<file path="src/logic/smfc_pkg.sv">
// Shared constants, types and the register map of the stepper mode and fault control block.
// Assumes a single 40 MHz clock domain; every number used by the logic is named here.
package smfc_pkg;

    // Clock and fixed oscillator rates
    localparam int CLK_KHZ         = 40000;
    localparam int FIXED_OSC_KHZ   = 6400;
    localparam int ACC_W           = 16;
    localparam logic [ACC_W-1:0] ACC_STEP = ACC_W'(FIXED_OSC_KHZ);
    localparam logic [ACC_W-1:0] ACC_WRAP = ACC_W'(CLK_KHZ);

    // Settling time after standby release, in microseconds, and its cycle count
    localparam int SETTLE_US       = 1000;
    localparam int SETTLE_CYCLES   = (SETTLE_US * CLK_KHZ + 999) / 1000;

    // Dead bands in fixed oscillator ticks; a count of N spans N-1 to N periods
    localparam int DEAD_W          = 5;
    localparam logic [DEAD_W-1:0] TSD_DEAD_TICKS = 5'h10;
    localparam logic [DEAD_W-1:0] ISD_DEAD_TICKS = 5'h08;

    // Chopping: one cycle is sixteen chopping oscillator clocks
    localparam int CHOP_PH_W       = 4;
    localparam int CHOP_DIV_W      = 16;

    // Electrical angle: 128 units per electrical period, a quarter period is 32
    localparam int ANGLE_W         = 7;
    localparam logic [ANGLE_W-1:0] ANGLE_QUARTER = 7'h20;
    localparam logic [ANGLE_W-1:0] ANGLE_INIT    = 7'h00;
    localparam logic [ANGLE_W-1:0] STEP_FULL     = 7'h20;
    localparam logic [ANGLE_W-1:0] STEP_HALF     = 7'h10;
    localparam logic [ANGLE_W-1:0] STEP_QUARTER  = 7'h08;
    localparam logic [ANGLE_W-1:0] STEP_EIGHTH   = 7'h04;
    localparam logic [ANGLE_W-1:0] STEP_SIXTEENTH = 7'h02;
    localparam logic [ANGLE_W-1:0] STEP_THIRTYSECOND = 7'h01;

    typedef enum logic [2:0] {
        RES_STANDBY = 3'b000,
        RES_FULL    = 3'b001,
        RES_HALF_A  = 3'b010,
        RES_QUARTER = 3'b011,
        RES_HALF_B  = 3'b100,
        RES_EIGHTH  = 3'b101,
        RES_SIXTEEN = 3'b110,
        RES_THIRTY2 = 3'b111
    } smfc_res_e;

    typedef enum logic [1:0] {
        MODE_STANDBY = 2'b00,
        MODE_SETTLE  = 2'b01,
        MODE_RUN     = 2'b10,
        MODE_FAULT   = 2'b11
    } smfc_mode_e;

    // Pin inputs, carried together through the synchroniser
    typedef struct packed {
        logic       step_clock;
        logic       rotation_direction;
        logic [2:0] res_sel;
        logic       angle_reset_n;
        logic       output_enable;
        logic       overtemp;
        logic       overcurrent;
        logic       motor_supply_ok;
    } smfc_pins_s;
    localparam int PIN_W = $bits(smfc_pins_s);

    // APB register map (byte addresses)
    localparam int ADDR_W = 12;
    localparam logic [ADDR_W-1:0] ADDR_CTRL   = 12'h000;
    localparam logic [ADDR_W-1:0] ADDR_CHOP   = 12'h004;
    localparam logic [ADDR_W-1:0] ADDR_STATUS = 12'h008;
    localparam logic [ADDR_W-1:0] ADDR_MASK   = 12'h00c;
    localparam logic [ADDR_W-1:0] ADDR_STATE  = 12'h010;

    // Reset values: CTRL charge length in chopping clocks, low four bits; CHOP chopping clock divider
    localparam logic [CHOP_PH_W-1:0]  CHARGE_RST   = 4'h8;
    localparam logic [CHOP_DIV_W-1:0] CHOP_DIV_RST = 16'h0024;

    // STATUS and MASK bit positions
    localparam int ST_TSD   = 0;
    localparam int ST_ISD   = 1;
    localparam int ST_STBY  = 2;
    localparam int ST_READY = 3;
    localparam int ST_W     = 4;
    localparam logic [ST_W-1:0] MASK_RST = 4'h0;

    // STATE fields
    localparam int SF_ANGLE = 0;
    localparam int SF_RES   = 8;
    localparam int SF_MODE  = 12;
    localparam int SF_TSD   = 16;
    localparam int SF_ISD   = 17;

endpackage : smfc_pkg

</file>
<file path="src/logic/smfc_top.sv">
// Mode decode, step sequencing, chopping timing and fault shutdown of a two-phase stepper driver.
// Assumes pin inputs are asynchronous to pclk and an APB master reaches the registers.
//
// Notes on behaviour
// - Direction high: winding A leads B by quarter.
// - Charge start polarity follows the direction input.
// - All select bits low: standby, chopper stopped, outputs off.
// - Select code picks full to thirty-second resolution.
// - Overtemperature latches outputs off until supply or standby.
// - Thermal dead band is 15 to 16 oscillator periods.
// - Overcurrent latches outputs off until supply or standby.
// - Overcurrent dead band is 7 to 8 oscillator periods.
// - Two open-drain monitor outputs, host pulls them up.
// - Step rising edge advances angle, falling edge ignored.
// - Output enable low puts outputs in high impedance.
// - One chopping cycle is sixteen oscillator clocks.
`timescale 1ns/1ps
`default_nettype none

module smfc_top
    import smfc_pkg::*;
#(
    parameter int SETTLE_COUNT = SETTLE_CYCLES
) (
    input  wire logic              pclk,                   // 40 MHz clock
    input  wire logic              presetn,                // Async reset, active low
    input  wire logic              clk_en,                 // Freezes all state when low
    input  wire logic              psel,                   // APB select
    input  wire logic              penable,                // APB access phase
    input  wire logic              pwrite,                 // APB direction
    input  wire logic [ADDR_W-1:0] paddr,                  // APB byte address
    input  wire logic [31:0]       pwdata,                 // APB write data
    output logic      [31:0]       prdata,                 // APB read data
    output logic                   pready,                 // APB ready
    output logic                   pslverr,                // APB error, unmapped address
    input  wire logic              step_clock,             // Step pin
    input  wire logic              rotation_direction,     // Direction pin
    input  wire logic              resolution_select_bit2, // Select, most significant
    input  wire logic              resolution_select_bit1, // Select, middle
    input  wire logic              resolution_select_bit0, // Select, least significant
    input  wire logic              angle_reset_n,          // Angle reset pin, active low
    input  wire logic              output_enable,          // Output stage enable pin
    input  wire logic              overtemp_detect,        // Thermal sensor comparator
    input  wire logic              overcurrent_detect,     // Current sensor comparator
    input  wire logic              motor_supply_ok,        // Motor supply present
    output logic                   winding_a_pos,          // Winding A positive leg high
    output logic                   winding_a_neg,          // Winding A negative leg high
    output logic                   winding_a_drive_en,     // Winding A bridge driven
    output logic                   winding_b_pos,          // Winding B positive leg high
    output logic                   winding_b_neg,          // Winding B negative leg high
    output logic                   winding_b_drive_en,     // Winding B bridge driven
    output logic                   monitor_output_one_o,   // Open-drain level, always low
    output logic                   monitor_output_one_oe,  // Pulls low at initial angle
    output logic                   monitor_output_two_o,   // Open-drain level, always low
    output logic                   monitor_output_two_oe,  // Pulls low on latched fault
    output logic                   irq                     // Level interrupt
);

    // Pin synchroniser: three stages, a change counts when stages two and three agree
    smfc_pins_s pin_raw;
    logic [PIN_W-1:0] sync1, sync2, sync3;
    smfc_pins_s flt;
    logic [PIN_W-1:0] next_flt;

    // Fields in smfc_pins_s order
    assign pin_raw = {step_clock, rotation_direction, resolution_select_bit2,
                      resolution_select_bit1, resolution_select_bit0, angle_reset_n,
                      output_enable, overtemp_detect, overcurrent_detect, motor_supply_ok};

    always_comb begin
        next_flt = (sync3 & ~(sync2 ^ sync3)) | (flt & (sync2 ^ sync3));
    end

    always_ff @(posedge pclk or negedge presetn) begin
        if (!presetn) begin
            {sync1, sync2, sync3, flt} <= '0;
        end else if (clk_en) begin
            {sync3, sync2, sync1} <= {sync2, sync1, pin_raw};
            flt   <= next_flt;
        end
    end

    // Core state
    smfc_mode_e              mode, next_mode;
    logic [ACC_W-1:0]        osc_acc, next_osc_acc;
    logic                    osc_tick;
    logic [DEAD_W-1:0]       tsd_cnt, next_tsd_cnt, isd_cnt, next_isd_cnt;
    logic                    tsd_lat, next_tsd_lat, isd_lat, next_isd_lat;
    logic [31:0]             settle_cnt, next_settle_cnt;
    logic [CHOP_DIV_W-1:0]   div_cnt, next_div_cnt;
    logic [CHOP_PH_W-1:0]    chop_ph, next_chop_ph;
    logic [ANGLE_W-1:0]      angle, next_angle;
    logic                    step_prev;
    logic [CHOP_PH_W-1:0]    charge_len;
    logic [CHOP_DIV_W-1:0]   chop_div;
    logic [ST_W-1:0]         status, next_status, mask;
    logic [ST_W-1:0]         events, rd_clear;
    logic                    standby, step_rise, active, charge;
    logic [ANGLE_W-1:0]      step_size, phase_b;
    logic                    pol_a, pol_b;
    logic                    next_a_pos, next_a_neg, next_b_pos, next_b_neg, next_drive;

    assign standby   = (flt.res_sel == RES_STANDBY);
    assign step_rise = flt.step_clock & ~step_prev;

    always_comb begin
        case (smfc_res_e'(flt.res_sel))
            RES_FULL:    step_size = STEP_FULL;
            RES_HALF_A:  step_size = STEP_HALF;
            RES_QUARTER: step_size = STEP_QUARTER;
            RES_HALF_B:  step_size = STEP_HALF;
            RES_EIGHTH:  step_size = STEP_EIGHTH;
            RES_SIXTEEN: step_size = STEP_SIXTEENTH;
            RES_THIRTY2: step_size = STEP_THIRTYSECOND;
            default:     step_size = ANGLE_INIT;
        endcase
    end

    always_comb begin
        // Fixed oscillator as a fractional divider: 6.4 ticks per 40 pclk cycles
        next_osc_acc = osc_acc + ACC_STEP;
        osc_tick     = 1'b0;
        if (next_osc_acc >= ACC_WRAP) begin
            next_osc_acc = next_osc_acc - ACC_WRAP;
            osc_tick     = 1'b1;
        end

        // Dead bands restart whenever the detector drops, so spikes never trip
        next_tsd_cnt = tsd_cnt;
        if (!flt.overtemp)
            next_tsd_cnt = '0;
        else if (osc_tick && tsd_cnt != TSD_DEAD_TICKS)
            next_tsd_cnt = tsd_cnt + 1'b1;
        next_isd_cnt = isd_cnt;
        if (!flt.overcurrent)
            next_isd_cnt = '0;
        else if (osc_tick && isd_cnt != ISD_DEAD_TICKS)
            next_isd_cnt = isd_cnt + 1'b1;

        // Latches release only on supply loss or standby
        next_tsd_lat = tsd_lat | (tsd_cnt == TSD_DEAD_TICKS);
        next_isd_lat = isd_lat | (isd_cnt == ISD_DEAD_TICKS);
        if (!flt.motor_supply_ok || standby) begin
            next_tsd_lat = 1'b0;
            next_isd_lat = 1'b0;
        end

        next_mode       = mode;
        next_settle_cnt = settle_cnt;
        case (mode)
            MODE_STANDBY: begin
                next_settle_cnt = '0;
                if (!standby)
                    next_mode = MODE_SETTLE;
            end
            MODE_SETTLE: begin
                next_settle_cnt = settle_cnt + 1;
                if (settle_cnt == 32'(SETTLE_COUNT - 1))
                    next_mode = MODE_RUN;
            end
            MODE_RUN: begin
                if (tsd_lat || isd_lat)
                    next_mode = MODE_FAULT;
            end
            MODE_FAULT: begin
                if (!tsd_lat && !isd_lat)
                    next_mode = MODE_RUN;
            end
            default: next_mode = MODE_STANDBY;
        endcase
        if (standby)
            next_mode = MODE_STANDBY;

        // Chopping oscillator stops in standby
        next_div_cnt = div_cnt;
        next_chop_ph = chop_ph;
        if (standby) begin
            next_div_cnt = '0;
            next_chop_ph = '0;
        end else if (div_cnt >= chop_div) begin
            next_div_cnt = '0;
            next_chop_ph = chop_ph + 1'b1;
        end else begin
            next_div_cnt = div_cnt + 1'b1;
        end

        next_angle = angle;
        if (!flt.angle_reset_n)
            next_angle = ANGLE_INIT;
        else if (step_rise && mode == MODE_RUN) begin
            if (flt.rotation_direction)
                next_angle = angle + step_size;
            else
                next_angle = angle - step_size;
        end
    end

    // Bridge drive: B trails A by a quarter period, so stepping down makes B lead
    assign phase_b = angle - ANGLE_QUARTER;
    assign active  = (mode == MODE_RUN) && flt.output_enable;
    assign charge  = (chop_ph < charge_len);
    assign pol_a   = (~angle[ANGLE_W-1]) == flt.rotation_direction;
    assign pol_b   = (~phase_b[ANGLE_W-1]) == flt.rotation_direction;

    always_comb begin
        next_drive = active;
        next_a_pos = active & charge & pol_a;
        next_a_neg = active & charge & ~pol_a;
        next_b_pos = active & charge & pol_b;
        next_b_neg = active & charge & ~pol_b;
    end

    // Events and sticky status; a set in the clearing cycle survives
    assign events = {(mode == MODE_SETTLE) && (next_mode == MODE_RUN),
                     (mode != MODE_STANDBY) && standby,
                     ~isd_lat & next_isd_lat,
                     ~tsd_lat & next_tsd_lat};

    always_comb begin
        next_status = (status & ~rd_clear) | events;
    end

    always_ff @(posedge pclk or negedge presetn) begin
        if (!presetn) begin
            mode  <= MODE_STANDBY;
            angle <= ANGLE_INIT;
            {osc_acc, tsd_cnt, isd_cnt, tsd_lat, isd_lat, settle_cnt} <= '0;
            {div_cnt, chop_ph, step_prev, status} <= '0;
            {winding_a_pos, winding_a_neg, winding_a_drive_en} <= '0;
            {winding_b_pos, winding_b_neg, winding_b_drive_en} <= '0;
            {monitor_output_one_o, monitor_output_one_oe, irq} <= '0;
            {monitor_output_two_o, monitor_output_two_oe} <= '0;
        end else if (clk_en) begin
            mode                  <= next_mode;
            osc_acc               <= next_osc_acc;
            {tsd_cnt, isd_cnt}    <= {next_tsd_cnt, next_isd_cnt};
            {tsd_lat, isd_lat}    <= {next_tsd_lat, next_isd_lat};
            settle_cnt            <= next_settle_cnt;
            {div_cnt, chop_ph}    <= {next_div_cnt, next_chop_ph};
            angle                 <= next_angle;
            step_prev             <= flt.step_clock;
            status                <= next_status;
            {winding_a_pos, winding_a_neg} <= {next_a_pos, next_a_neg};
            {winding_b_pos, winding_b_neg} <= {next_b_pos, next_b_neg};
            {winding_a_drive_en, winding_b_drive_en} <= {2{next_drive}};
            {monitor_output_one_o, monitor_output_two_o} <= 2'b00;
            monitor_output_one_oe <= (angle == ANGLE_INIT);
            monitor_output_two_oe <= tsd_lat | isd_lat;
            irq                   <= |(next_status & mask);
        end
    end

    // APB slave: one wait-free access phase, read data prepared in the setup cycle
    logic        acc_wr, setup, hit;
    logic [31:0] rd_val;
    logic [31:0] next_prdata;
    logic        next_pready, next_pslverr;
    logic [CHOP_PH_W-1:0]  next_charge_len;
    logic [CHOP_DIV_W-1:0] next_chop_div;
    logic [ST_W-1:0]       next_mask, next_rd_clear;
    logic [ST_W-1:0]       rd_snap;

    assign setup  = psel & ~penable;
    assign acc_wr = psel & penable & pready & pwrite & ~pslverr;
    // Only bits already shown to software are cleared, so late events are kept
    assign rd_clear = (psel & penable & pready & ~pwrite & (paddr == ADDR_STATUS))
                      ? rd_snap : '0;

    always_comb begin
        hit    = 1'b1;
        rd_val = '0;
        case (paddr)
            ADDR_CTRL:   rd_val[CHOP_PH_W-1:0]  = charge_len;
            ADDR_CHOP:   rd_val[CHOP_DIV_W-1:0] = chop_div;
            ADDR_STATUS: rd_val[ST_W-1:0]       = status;
            ADDR_MASK:   rd_val[ST_W-1:0]       = mask;
            ADDR_STATE: begin
                rd_val[SF_ANGLE +: ANGLE_W] = angle;
                rd_val[SF_RES +: 3]         = flt.res_sel;
                rd_val[SF_MODE +: 2]        = mode;
                rd_val[SF_TSD]              = tsd_lat;
                rd_val[SF_ISD]              = isd_lat;
            end
            default:     hit = 1'b0;
        endcase
        next_pready     = setup;
        next_pslverr    = setup & ~hit;
        next_prdata     = (setup && !pwrite) ? rd_val : prdata;
        next_rd_clear   = setup ? rd_val[ST_W-1:0] : rd_snap;
        next_charge_len = charge_len;
        next_chop_div   = chop_div;
        next_mask       = mask;
        if (acc_wr && paddr == ADDR_CTRL)
            next_charge_len = pwdata[CHOP_PH_W-1:0];
        if (acc_wr && paddr == ADDR_CHOP)
            next_chop_div = pwdata[CHOP_DIV_W-1:0];
        if (acc_wr && paddr == ADDR_MASK)
            next_mask = pwdata[ST_W-1:0];
    end

    always_ff @(posedge pclk or negedge presetn) begin
        if (!presetn) begin
            {prdata, pready, pslverr, rd_snap} <= '0;
            charge_len <= CHARGE_RST;
            chop_div   <= CHOP_DIV_RST;
            mask       <= MASK_RST;
        end else if (clk_en) begin
            prdata     <= next_prdata;
            pready     <= next_pready;
            pslverr    <= next_pslverr;
            rd_snap    <= next_rd_clear;
            charge_len <= next_charge_len;
            chop_div   <= next_chop_div;
            mask       <= next_mask;
        end
    end

endmodule : smfc_top

`default_nettype wire

</file>
<file path="config.mk">
export PLATFORM = sky130hd
export DESIGN_NAME = smfc_top
export DESIGN_NICKNAME = d
export VERILOG_FILES = /design/src/logic/smfc_pkg.sv /design/src/logic/smfc_top.sv
export SDC_FILE = /design/constraint.sdc
export NUM_CORES = 1
export LEC_CHECK = 0
export ABC_AREA = 0
export ABC_CLOCK_PERIOD_IN_PS = 3600
export CORE_ASPECT_RATIO = 0.7
export CORE_UTILIZATION = 61
export CTS_CLUSTER_SIZE = 28
export DETAILED_ROUTE_END_ITERATION = 8
export DONT_BUFFER_PORTS = 1
export PLACE_DENSITY = 0.87
export RECOVER_POWER = 50
export REMOVE_ABC_BUFFERS = 1
export SYNTH_ARGS = -nofsm -noshare
export SYNTH_HDL_FRONTEND = slang
export SYNTH_SLANG_ARGS = --single-unit
export TNS_END_PERCENT = 30
</file>
<file path="constraint.sdc">
create_clock -name pclk -period 3.6 [get_ports pclk]
set_input_delay 0.18 -clock pclk [delete_from_list [all_inputs] [get_ports pclk]]
set_output_delay 0.18 -clock pclk [all_outputs]
set_load 0.01 [all_outputs]
</file>
==> results_dict.tcl <==
set metrics [dict create \
    cp_data_required_time_ns 3.98 \
    path_clk_slew_ns 0.07 \
    ctsHtreeMaxLevel 4 \
    crit_top_cell "a21oi_1" \
    yosysSeqAreaShare 0.473 \
    ant_nets 0 \
    nNetsFinal 1095 \
    p_leak_uw 0.00488 \
    multi_input_area_mm2 0.00465 \
    grt_max_degree 185 \
    finalCriticalPeriod_ns 2.79 \
    cts_sinks 184 \
    gp_congestion 0.883 \
    num_rows 38 \
    hpwl_um 14500 \
    fillers 1121 \
    io_buffer_count 0 \
    overflow 0 \
    grt_pass1_wl_um 36900 \
    drcViolationCount 0 \
    synth_edf_count 0 \
    powerDensity_mw_per_mm2 594 \
    fin_skew_ns 0.0116 \
    cts_tree "built" \
    cpMaxStageDelayCell "dfrtp_1" \
    cts_hold_buf 28 \
    wire_per_inst_um 18.3 \
    reg2reg_depth 10 \
    status "complete, but fails checks" \
    fin_util 0.682 \
    hold_class "in2async" \
    post_synth.cell_area_avg_um2 9.78 \
    ys_types 77 \
    ys_top_cells_by_count "181 x dfrtp_1, 113 x nand2_1, 85 x nor2_1" \
    cts_max_path_buffers 2 \
    cp_cell_sequence "and3_1, ha_1, fa_1, a21o_1, a21oi_1, o21bai_1, a21oi_1, xor2_1, or4b_1, nand3_1" \
    r2r-end "angle[6]" \
    grt_pass1_vias 7297 \
    crit_type "reg2reg" \
    failed_checks "hold timing" \
    vias 7564 \
    core_area_mm2 0.0155 \
    routed_wl_um 22200 \
    fmax_mhz 359 \
    yosys_warnings 0 \
    die_y_um 108 \
    synth_area_leaders "dfrtp_1 46%, mux2_2 5.3%, ha_1 4.5%, nand2_1 4.4%, o21ai_0 3.8%" \
    crit_family "simple AND/OR/NAND/NOR gates" \
    drtIter0Drc 724 \
    syn_inst 996 \
    layout_worst_path_cycle_share 0.774 \
    regArea_mm2 0.00461 \
    start_kind "register" \
    timing.hold.ws_ns -0.556 \
    final-hold-violation-count 184 \
    dieArea_mm2 0.0165 \
    insertion_delay_ns 0.44 \
    io_pins 105 \
    synthToLayoutAreaGrowth_pct 8.90 \
    cts_buffers 17 \
    vias_per_cell 6.24 \
    cp_num_buf_inv 0 \
    synth_area_leader_cell "dfrtp_1" \
    syn-cell-area_mm2 0.00974 \
    slew_headroom 0.352 \
    maxSlewViolCount 0 \
    async_flop_share 1.00 \
    arrival_ns 3.16 \
    path_max_fanout 10 \
    track_usage 0.287 \
    antenna_found_initial 0 \
    die_w_um 153 \
    setup_viol 0 \
    cts-root-buf "clkbuf_16" \
    drv_cap 0 \
    ir_worst_vdd_mv 0.484 \
    yosysMostFrequentCell "dfrtp_1" \
    r2r_slack_ns 0.81 \
    initial_core_util 0.627 \
    endpoint_kind "register" \
    drive_gt1_frac 0.106 \
    rsz0062_at_grt "no" \
    setup_tns_ns 0 \
    max_slew.worst_pin.slew_ns 0.969 \
    power_uw 6300 \
    synthFlopType "dfrtp_1" \
    n_antenna_cell 0 \
    first_pass_iters 5 \
    ys_ff_latch 184 \
    slowest_delay_ns 0.52 \
    netlist.area_leader.share 0.465 \
]
-- layout make-up --
class / instances / area share
multi-input cells: 712 / 0.439
inverters: 50 / 0.0177
well taps: 200 / 0.0236
clock buffers: 19 / 0.0418
clock inverters: 13 / 0.0114
repair buffers: 34 / 0.0323
flip-flops and latches: 184 / 0.434
-- layout by cell type, fill, tap and decap left out, drive strengths merged, types with 12 or more instances in the layout --
master and instances:
nor2 86, o21ai 75, mux2 47, o211ai 12, xnor2 19, conb 16
clkbuf 19, dfrtp 181, xor2 32, a21oi 44, nand3 50, dlygate4sd3 27
nand2 113, nor4 13, inv 53, and3 18, ha 35
-- metal layers --
layer,part of all wire,routed length [um],GRT usage
met1,0.46,10200,0.414
met5,0,0,0
met2,0.44,9700,0.423
met3,0.088,1950,0.0713
met4,0.015,332,0.0981
-- worst reg2reg max path: cells and delay by family, from the launching register on --
family | cells | cell delay, ns
adders and majority gates | 2 | 0.61
DFF | 1 | 0.52
xor gates and xnor gates | 1 | 0.11
AOI/OAI and AO/OA | 4 | 0.68
and+or+nand+nor | 3 | 0.82
-- worst max-delay path by stage --
stage,from,depth (start not counted),slack (ns),to
final,register,10,0.81,angle[6]
after global placement,register,10,0.92,angle[6]
after CTS,register,10,0.85,angle[6]
after global routing,register,10,0.62,angle[6]
after floorplan,register,10,1.08,angle[6]
after detailed placement,register,10,0.87,angle[6]
-- kinds of logic after synthesis --
kind of cell	count (synthesis)	share of synthesized area
mux	53	0.0656
buf+inv	115	0.0548
flops	184	0.473
xor+xnor	51	0.0459
fa+ha+maj	36	0.0470
other cells	1	0.000385
compound gates	204	0.134
simple gates	352	0.179
-- timing repair --
action | in CTS | in global routing
setup buffers | 0 | 0
gates resized for setup | 0 | 0
endpoints found under the hold margin | 286 | 184
-- stage by stage --
| stage | setup WS, ns | instances | cell area (um^2) |
|---|---|---|---|
| detailed placement | 0.873 | 1152 | 9750 |
| floorplan | 1.08 | 946 | 9450 |
| finish | 0.815 | 1212 | 10600 |
| CTS | 0.845 | 1212 | 10600 |
| global route | 0.623 | 1212 | 10600 |
| global placement | 0.917 | 1152 | 9750 |
-- state kept, by name (all words and copies together) (netlist names), 5 cells and up, named ones only --
| name | count |
|---|---|
| angle | 7 |
| chop_div | 16 |
| div_cnt | 16 |
| isd_cnt | 5 |
| osc_acc | 10 |
| prdata | 18 |
| settle_cnt | 32 |
| sync1 | 10 |
| sync2 | 10 |
| sync3 | 10 |
| tsd_cnt | 5 |
-- power breakdown --
part | internal (uW) | switching, uW | leakage, uW
combinational | 729 | 916 | 0.00221
sequential | 2370 | 469 | 0.00239
clock | 978 | 833 | 0.000274
No activity file was read; power rests on OpenSTA's default activity.
